File: src/rtl/embi_map.vh
`ifndef EMBI_MAP_VH
`define EMBI_MAP_VH
// ----------------------------------------
// timing, in oscillator periods (one mclk per period)
// ----------------------------------------
`define EMBI_OSC_PER_ALE 6
`define EMBI_ALE_END 2
`define EMBI_STRB_BEG 3
`define EMBI_DATA_CYCLES 12
`define EMBI_DATA_STRB_BEG 4
`define EMBI_DATA_STRB_END 10
// ----------------------------------------
// fetch split and widths
// ----------------------------------------
`define EMBI_INT_ROM_LIMIT 17'h01000
`define EMBI_ADDR_W 16
// ----------------------------------------
// port three bit positions
// ----------------------------------------
`define EMBI_P3_RXD 0
`define EMBI_P3_TXD 1
`define EMBI_P3_IRQ0 2
`define EMBI_P3_IRQ1 3
`define EMBI_P3_CNT0 4
`define EMBI_P3_CNT1 5
`define EMBI_P3_WR 6
`define EMBI_P3_RD 7
`define EMBI_P3_RST 8'hFF
`endif

File: src/rtl/embi_bus.v
`timescale 1ns/1ps
`default_nettype none
`include "embi_map.vh"
// What this block does
// - port zero carries low address then data
// - port two drives high address byte
// - separate 64K program and data spaces
// - port three function needs latch one
// - bits 0,1 serial receive, transmit/clock
// - bits 2,3 interrupt and counter gate
// - bits 4,5 counter count inputs
// - bit 6 active-low data write strobe
// - bit 7 active-low data read strobe
// - high reset pin resets the device
// - latch strobe every six periods, skipped data
// - fetch strobe every six periods externally
// - fetch strobe high for internal execution
// - select high: internal below 4096
// - select low: every fetch external
module embi_bus #(
	parameter AW = `EMBI_ADDR_W
) (
	input wire mclk,
	input wire rst_n,
	input wire ce,
	input wire reset_standby_pin,
	input wire fetch_select,
	input wire [AW-1:0] fetch_addr,
	input wire fetch_req,
	output wire fetch_ready,
	output reg [7:0] fetch_data,
	output reg fetch_valid,
	output reg fetch_internal,
	input wire data_req,
	input wire data_we,
	input wire [AW-1:0] data_addr,
	input wire [7:0] data_wdata,
	output reg [7:0] data_rdata,
	output reg data_done,
	output wire data_ready,
	output wire core_reset,
	input wire [7:0] port_three_latch,
	input wire serial_sync_mode,
	input wire serial_tx_data,
	input wire serial_shift_clk,
	input wire serial_data_out,
	input wire serial_data_oe,
	output wire serial_rx_data,
	output wire ext_irq_zero_n,
	output wire ext_irq_one_n,
	output wire count_gate_zero,
	output wire count_gate_one,
	output wire count_in_zero,
	output wire count_in_one,
	output wire [7:0] port_three_alt_func_in_q,
	input wire [7:0] port_three_alt_func_in,
	output reg [7:0] port_three_alt_func_out,
	output reg [7:0] port_three_alt_func_oe,
	input wire [7:0] port_zero_addr_data_in,
	output reg [7:0] port_zero_addr_data_out,
	output reg [7:0] port_zero_addr_data_oe,
	output reg [7:0] port_two_high_addr,
	output reg addr_latch_strobe,
	output reg prog_fetch_strobe_n
);
	// ----------------------------------------
	// states
	// ----------------------------------------
	localparam [2:0] ST_FETCH = 3'b001;
	localparam [2:0] ST_DATA = 3'b010;
	localparam [2:0] ST_RESET = 3'b100;
	localparam [3:0] C_SLOT_LAST = `EMBI_OSC_PER_ALE - 1;
	localparam [3:0] C_ALE_LAST = `EMBI_ALE_END - 1;
	localparam [3:0] C_STRB_FIRST = `EMBI_STRB_BEG - 1;
	localparam [3:0] C_DATA_LAST = `EMBI_DATA_CYCLES - 1;
	localparam [3:0] C_DSTRB_FIRST = `EMBI_DATA_STRB_BEG - 1;
	localparam [3:0] C_DSTRB_LAST = `EMBI_DATA_STRB_END - 1;
	reg [2:0] state_r;
	reg [2:0] state_nxt;
	reg [3:0] cnt_r;
	reg [3:0] cnt_nxt;
	reg ext_fetch_r;
	reg data_we_r;
	reg [7:0] wdata_r;
	reg wr_n_r;
	reg rd_n_r;
	wire rst_q;
	wire sel_q;
	wire [7:0] p3_q;
	wire [7:0] p0_q;
	// ----------------------------------------
	// pin synchronisers
	// ----------------------------------------
	embi_sync #(.W(1), .INIT(1'b1)) u_rst (
		.mclk(mclk),
		.rst_n(rst_n),
		.ce(ce),
		.d(reset_standby_pin),
		.q(rst_q)
	);
	embi_sync #(.W(1), .INIT(1'b0)) u_sel (
		.mclk(mclk),
		.rst_n(rst_n),
		.ce(ce),
		.d(fetch_select),
		.q(sel_q)
	);
	embi_sync #(.W(8), .INIT(8'hFF)) u_p3 (
		.mclk(mclk),
		.rst_n(rst_n),
		.ce(ce),
		.d(port_three_alt_func_in),
		.q(p3_q)
	);
	// memories answer strobes launched on this clock, so no filter:
	// a three-stage filter would lag past the end of the strobe
	assign p0_q = port_zero_addr_data_in;
	assign core_reset = rst_q;
	// ----------------------------------------
	// fetch decode
	// ----------------------------------------
	function is_external;
		input sel;
		input [AW-1:0] a;
		begin
			is_external = !sel || ({1'b0, a} >= `EMBI_INT_ROM_LIMIT);
		end
	endfunction
	// ----------------------------------------
	// port three alternate functions
	// ----------------------------------------
	// a zero latch forces the pin low and blocks the function
	assign port_three_alt_func_in_q = p3_q & port_three_latch;
	assign serial_rx_data = port_three_alt_func_in_q[`EMBI_P3_RXD];
	assign ext_irq_zero_n = port_three_alt_func_in_q[`EMBI_P3_IRQ0];
	assign ext_irq_one_n = port_three_alt_func_in_q[`EMBI_P3_IRQ1];
	assign count_gate_zero = port_three_alt_func_in_q[`EMBI_P3_IRQ0];
	assign count_gate_one = port_three_alt_func_in_q[`EMBI_P3_IRQ1];
	assign count_in_zero = port_three_alt_func_in_q[`EMBI_P3_CNT0];
	assign count_in_one = port_three_alt_func_in_q[`EMBI_P3_CNT1];
	always @(posedge mclk or negedge rst_n) begin
		if (!rst_n) begin
			port_three_alt_func_out <= `EMBI_P3_RST;
			port_three_alt_func_oe <= 8'h00;
		end else if (ce) begin
			port_three_alt_func_out <= port_three_latch;
			port_three_alt_func_oe <= ~port_three_latch;
			if (serial_sync_mode) begin
				port_three_alt_func_out[`EMBI_P3_RXD] <= serial_data_out & port_three_latch[0];
				port_three_alt_func_oe[`EMBI_P3_RXD] <= serial_data_oe | ~port_three_latch[0];
				port_three_alt_func_out[`EMBI_P3_TXD] <= serial_shift_clk & port_three_latch[1];
			end else begin
				port_three_alt_func_out[`EMBI_P3_TXD] <= serial_tx_data & port_three_latch[1];
			end
			port_three_alt_func_oe[`EMBI_P3_TXD] <= 1'b1;
			port_three_alt_func_out[`EMBI_P3_WR] <= wr_n_r & port_three_latch[6];
			port_three_alt_func_oe[`EMBI_P3_WR] <= 1'b1;
			port_three_alt_func_out[`EMBI_P3_RD] <= rd_n_r & port_three_latch[7];
			port_three_alt_func_oe[`EMBI_P3_RD] <= 1'b1;
		end
	end
	// ----------------------------------------
	// machine cycle sequencer
	// ----------------------------------------
	assign fetch_ready = (state_r == ST_FETCH) && (cnt_r == 4'h0) && !data_req && !rst_q;
	assign data_ready = (state_r == ST_FETCH) && (cnt_r == 4'h0) && !rst_q;
	always @* begin
		state_nxt = state_r;
		cnt_nxt = cnt_r + 4'h1;
		case (state_r)
			ST_RESET: begin
				cnt_nxt = 4'h0;
				if (!rst_q) begin
					state_nxt = ST_FETCH;
				end
			end
			ST_FETCH: begin
				if (cnt_r == 4'h0 && data_req) begin
					state_nxt = ST_DATA;
				end else if (cnt_r == C_SLOT_LAST) begin
					cnt_nxt = 4'h0;
				end
			end
			ST_DATA: begin
				if (cnt_r == C_DATA_LAST) begin
					cnt_nxt = 4'h0;
					state_nxt = ST_FETCH;
				end
			end
			default: begin
				state_nxt = ST_RESET;
				cnt_nxt = 4'h0;
			end
		endcase
		if (rst_q) begin
			state_nxt = ST_RESET;
			cnt_nxt = 4'h0;
		end
	end
	always @(posedge mclk or negedge rst_n) begin
		if (!rst_n) begin
			state_r <= ST_RESET;
			cnt_r <= 4'h0;
			ext_fetch_r <= 1'b0;
			data_we_r <= 1'b0;
			wdata_r <= 8'h00;
			wr_n_r <= 1'b1;
			rd_n_r <= 1'b1;
			fetch_data <= 8'h00;
			fetch_valid <= 1'b0;
			fetch_internal <= 1'b0;
			data_rdata <= 8'h00;
			data_done <= 1'b0;
			port_zero_addr_data_out <= 8'h00;
			port_zero_addr_data_oe <= 8'h00;
			port_two_high_addr <= 8'h00;
			addr_latch_strobe <= 1'b0;
			prog_fetch_strobe_n <= 1'b1;
		end else if (ce) begin
			state_r <= state_nxt;
			cnt_r <= cnt_nxt;
			fetch_valid <= 1'b0;
			data_done <= 1'b0;
			if (state_nxt == ST_RESET) begin
				addr_latch_strobe <= 1'b0;
				prog_fetch_strobe_n <= 1'b1;
				wr_n_r <= 1'b1;
				rd_n_r <= 1'b1;
				port_zero_addr_data_oe <= 8'h00;
			end else if (state_r == ST_FETCH && cnt_r == 4'h0 && data_req) begin
				// latch pulse of a data cycle carries the data address
				data_we_r <= data_we;
				wdata_r <= data_wdata;
				port_two_high_addr <= data_addr[15:8];
				port_zero_addr_data_out <= data_addr[7:0];
				port_zero_addr_data_oe <= 8'hFF;
				addr_latch_strobe <= 1'b1;
				prog_fetch_strobe_n <= 1'b1;
			end else if (state_r == ST_FETCH && cnt_r == 4'h0) begin
				ext_fetch_r <= is_external(sel_q, fetch_addr);
				fetch_internal <= !is_external(sel_q, fetch_addr);
				port_two_high_addr <= fetch_addr[15:8];
				port_zero_addr_data_out <= fetch_addr[7:0];
				port_zero_addr_data_oe <= 8'hFF;
				addr_latch_strobe <= 1'b1;
			end else if (state_r == ST_FETCH) begin
				if (cnt_r == C_ALE_LAST) begin
					addr_latch_strobe <= 1'b0;
				end
				if (cnt_r == C_STRB_FIRST) begin
					port_zero_addr_data_oe <= 8'h00;
					prog_fetch_strobe_n <= !ext_fetch_r;
				end
				if (cnt_r == C_SLOT_LAST) begin
					prog_fetch_strobe_n <= 1'b1;
					fetch_valid <= fetch_req;
					fetch_data <= p0_q;
				end
			end else if (state_r == ST_DATA) begin
				// no fetch strobe and no latch pulse after the opening one for the whole data cycle
				if (cnt_r == C_ALE_LAST) begin
					addr_latch_strobe <= 1'b0;
				end
				if (cnt_r == C_STRB_FIRST) begin
					port_zero_addr_data_out <= wdata_r;
					port_zero_addr_data_oe <= {8{data_we_r}};
				end
				if (cnt_r == C_DSTRB_FIRST) begin
					wr_n_r <= !data_we_r;
					rd_n_r <= data_we_r;
				end
				if (cnt_r == C_DSTRB_LAST) begin
					wr_n_r <= 1'b1;
					rd_n_r <= 1'b1;
					data_rdata <= data_we_r ? data_rdata : p0_q;
					data_done <= 1'b1;
				end
				if (cnt_r == C_DATA_LAST) begin
					port_zero_addr_data_oe <= 8'h00;
				end
			end
		end
	end
endmodule // embi_bus
`default_nettype wire

File: src/rtl/embi_sync.v
`timescale 1ns/1ps
`default_nettype none
// ----------------------------------------
// three-stage synchroniser, change accepted when stages two and three agree
// ----------------------------------------
module embi_sync #(
	parameter W = 1,
	parameter [W-1:0] INIT = {W{1'b0}}
) (
	input wire mclk,
	input wire rst_n,
	input wire ce,
	input wire [W-1:0] d,
	output wire [W-1:0] q
);
	reg [W-1:0] s1_r;
	reg [W-1:0] s2_r;
	reg [W-1:0] s3_r;
	reg [W-1:0] q_r;
	genvar i;
	always @(posedge mclk or negedge rst_n) begin
		if (!rst_n) begin
			s1_r <= INIT;
			s2_r <= INIT;
			s3_r <= INIT;
		end else if (ce) begin
			s1_r <= d;
			s2_r <= s1_r;
			s3_r <= s2_r;
		end
	end
	generate
		for (i = 0; i < W; i = i + 1) begin : g_bit
			always @(posedge mclk or negedge rst_n) begin
				if (!rst_n) begin
					q_r[i] <= INIT[i];
				end else if (ce && (s2_r[i] == s3_r[i])) begin
					q_r[i] <= s3_r[i];
				end
			end
		end
	endgenerate
	assign q = q_r;
endmodule // embi_sync
`default_nettype wire

File: config.mk
export PLATFORM = sky130hd
export DESIGN_NAME = embi_bus
export DESIGN_NICKNAME = d
export VERILOG_FILES = /design/src/rtl/embi_bus.v /design/src/rtl/embi_sync.v
export VERILOG_INCLUDE_DIRS = /design/src /design/src/rtl
export SDC_FILE = /design/constraint.sdc
export NUM_CORES = 1
export LEC_CHECK = 0
export ABC_AREA = 1
export CAP_MARGIN = 20
export CORE_MARGIN = 2
export CORE_UTILIZATION = 57
export CTS_CLUSTER_SIZE = 28
export DETAILED_ROUTE_END_ITERATION = 8
export DONT_BUFFER_PORTS = 1
export PLACE_DENSITY = 0.75
export SLEW_MARGIN = 25
export SYNTH_ARGS = -nofsm -noshare
export SYNTH_HDL_FRONTEND = slang
export SYNTH_SLANG_ARGS = --single-unit
export TNS_END_PERCENT = 10
File: constraint.sdc
create_clock -name mclk -period 1.5 [get_ports mclk]
set_input_delay 0.45 -clock mclk [delete_from_list [all_inputs] [get_ports mclk]]
set_output_delay 0.45 -clock mclk [all_outputs]
set_load 0.01 [all_outputs]
==> results.json <==
{
  "grt_start_max_net_pins": 112,
  "die_area_mm2": 0.01004,
  "antenna_left": 0,
  "synth_area_leaders": "dfrtp_1 30%, dfstp_2 24%, nand2_1 13%",
  "hold_viol_final": 111,
  "max_freq_ghz": 0.5311,
  "place_hpwl_um": 7839,
  "status": "complete, but fails checks",
  "core_area_mm2": 0.009109,
  "root_buffer": "clkbuf_8",
  "layout_commonest_cell": "nand2_1",
  "worst_skew_pair.late_latency_ns": 0.38,
  "grt_pass1_vias": 4039,
  "row_count": 35,
  "hold_slack_ns": -0.2560,
  "dp_cells": 716,
  "fill_cells": 719,
  "startpoint_type": "flip-flop",
  "hold_path_class": "primary input to async pin",
  "fp.dieW_um": 100.2,
  "antenna_found_initial": 0,
  "path_cells": "inv_2 -> ha_4 -> nand2_4 -> nor2_8 -> buf_12 -> nand2_8 -> nor2_4",
  "cp_slowest_cell": "dfrtp_1",
  "crit_start": "cnt_r[1]",
  "total_power_uw": 9016,
  "fin_ws_ns": -0.3828,
  "slew_violations": 0,
  "first_pass_iters": 5,
  "rr_startpoint": "state_r[2]",
  "critPathArrivalTime_ns": 1.43,
  "grt_overflow": 0,
  "layout.cells.most_common_list": "170 x nand2_1, 67 x o21ai_0, 63 x dfrtp_1",
  "drc": 0,
  "rsz0062_at_grt": "yes",
  "fin_skew_ns": 0.02691,
  "power_leakage_uw": 0.002966,
  "fin_area_mm2": 0.006075,
  "gp_congestion": 0.8671,
  "cp.required_ns": 1.05,
  "ys_seq_elements": 111,
  "period_share_pct": 125.5,
  "grt_pass1_wl_um": 18720,
  "synth-async-reset-ratio_pct": 100.0,
  "synth_area_mm2": 0.005275,
  "cts_tree": "built",
  "vdd.ir_drop.worst_mv": 0.8576,
  "synth_nets": 679,
  "cts_inserted_buffers": 9,
  "nNetsFinal": 713,
  "fp.dieH_um": 100.2,
  "synthFlopType": "dfrtp_1",
  "tightest_slew_ns": 0.4740,
  "max_slew_margin_pct": 68.37,
  "h-tree-depth": 3,
  "wl_um": 11920,
  "ys_seq_area_share_pct": 53.80,
  "drt-initial-drc-count": 130,
  "vias": 4084,
  "clk_pin_slew_ns": 0.13,
  "violations": "negative hold slack, negative setup slack",
  "avgViaCountPerCell": 5.460,
  "io_buffers": 0,
  "ys_types": 39,
  "synth_top_cell_by_area": "dfrtp_1",
  "cpPeakStageDelay_ns": 0.42,
  "end_kind": "output pin",
  "ctsLongestPathBuffers": 2,
  "critPathKind": "flip-flop to output pin",
  "yosysWarnings": 0,
  "synth_area_per_cell_um2": 8.821,
  "start_util_pct": 57.91,
  "instances_no_fill": 748,
  "grt.total_usage_pct": 23.29,
  "finalCriticalPeriod_ns": 1.883,
  "area_growth_pct": 15.16,
  "dpl_cell_area_mm2": 0.005553,
  "clkSinkCount": 111,
  "synth.top_cell.area_share_pct": 29.89,
  "n_antenna_cell": 0,
  "critical_path.max_fanout": 3,
  "layout-drive-gt1-share_pct": 29.98,
  "p_per_area_mw_per_mm2": 1484,
  "io_pins": 156,
  "wl_per_cell_um": 15.93,
  "synth_edf_count": 0,
  "drv_cap": 0,
  "netlist_instances": 598,
  "finalSetupViolCount": 72
}
[layer usage]
metal / routed length [um] / GRT usage (%)
met1: 5015 / 30.13
met2: 6033 / 40.22
met3: 703 / 4.666
met4: 164 / 6.112
met5: 0 / 0
[final timing paths]
path                                              end  slack (ns)  cells after the start
setup reg to reg                       fetch_internal       -0.27                     12
hold reg to reg                          u_p3.s1_r[7]        0.47                      2
max in group asynchronous                u_p3.s1_r[3]        1.53                      0
hold / removal             port_zero_addr_data_out[5]       -0.26                      0
min in group mclk                        u_p3.s1_r[1]        0.15                      1
setup / recovery                          fetch_ready       -0.38                      7
[worst max-delay path, delay by kind of cell, from the launching register on]
family,cells,cell delay (ns)
buffers and inverters,2,0.19
flip-flops,1,0.42
AND/OR/NAND/NOR,4,0.32
adder cells (fa/ha/maj),1,0.14
[report_power, final]
part / total [uW] / internal (uW) / switching, uW
clock network: 1800 / 661 / 1140
logic: 2910 / 1190 / 1720
registers: 4310 / 3760 / 547
total: 9020 / 5620 / 3400
[cells in the mapped netlist, types with 2 or more instances]
| master | n |
|---|---|
| o21ai_0 | 71 |
| or2_2 | 2 |
| nor2_4 | 2 |
| nand4_1 | 4 |
| or2_0 | 6 |
| ha_1 | 4 |
| nor2_1 | 21 |
| clkbuf_1 | 8 |
| buf_2 | 4 |
| dfrtp_1 | 63 |
| o21a_1 | 4 |
| nand3_1 | 29 |
| buf_4 | 17 |
| nand2_2 | 3 |
| inv_2 | 4 |
| dfstp_2 | 48 |
| nand3_4 | 3 |
| o211ai_1 | 11 |
| inv_1 | 50 |
| nand2_1 | 187 |
| nand2_4 | 4 |
| nor2_8 | 2 |
| or2_1 | 7 |
| xor2_1 | 2 |
| o21ai_1 | 19 |
| o21ai_2 | 2 |
| nor2_2 | 2 |
| a21oi_1 | 4 |
| buf_6 | 5 |
[final cells by class]
cell class,instances,area [um2],share of cell area (%)
flip-flops and latches,111,2838,46.71
multi-input cells,397,2151,35.41
repair buffers,57,513.0,8.445
inverters,56,235.2,3.872
well taps,111,138.9,2.286
clock buffers,9,123.9,2.039
clock inverters,7,75.07,1.236
[metrics by stage]
| step | setup slack [ns] | TNS (ns) | utilization (%) |
|---|---|---|---|
| after detailed placement | -0.1967 | -4.436 | 60.96 |
| final | -0.3828 | -10.59 | 66.69 |
| after global placement | -0.07904 | -2.013 | 60.96 |
| after CTS | -0.4131 | -7.457 | 64.97 |
| after floorplan | -0.05941 | -0.1689 | - |
| after global routing | -0.4439 | -16.23 | 66.69 |
[sequential cells by signal, summed over array words and instances, names as in the netlist, 3 cells and up]
register,flops
port_zero_addr_data_out,8
u_p3.s1_r,8
cnt_r,4
wdata_r,8
port_two_high_addr,8
state_r,3
port_three_alt_func_oe,6
u_p3.s2_r,8
u_p3.s3_r,8
data_rdata,8
fetch_data,8
port_three_alt_func_out,8
u_p3.q,8
[kinds of logic after synthesis]
kind of cell	count (synthesis)	share of synthesized area (%)
fa+ha+maj	4	0.9488
xor+xnor	2	0.3321
simple gates	274	23.70
flops	111	53.80
buf+inv	92	9.013
compound gates	115	12.22
[what timing repair did]
item	4_1_cts	5_1_grt
endpoints found under the setup margin	71	75
pin swaps	13	10
cloned	1	2
endpoints found under the hold margin	111	111
setup buffers	11	2
resized for setup	32	31
(Power assumes the default switching activity.)
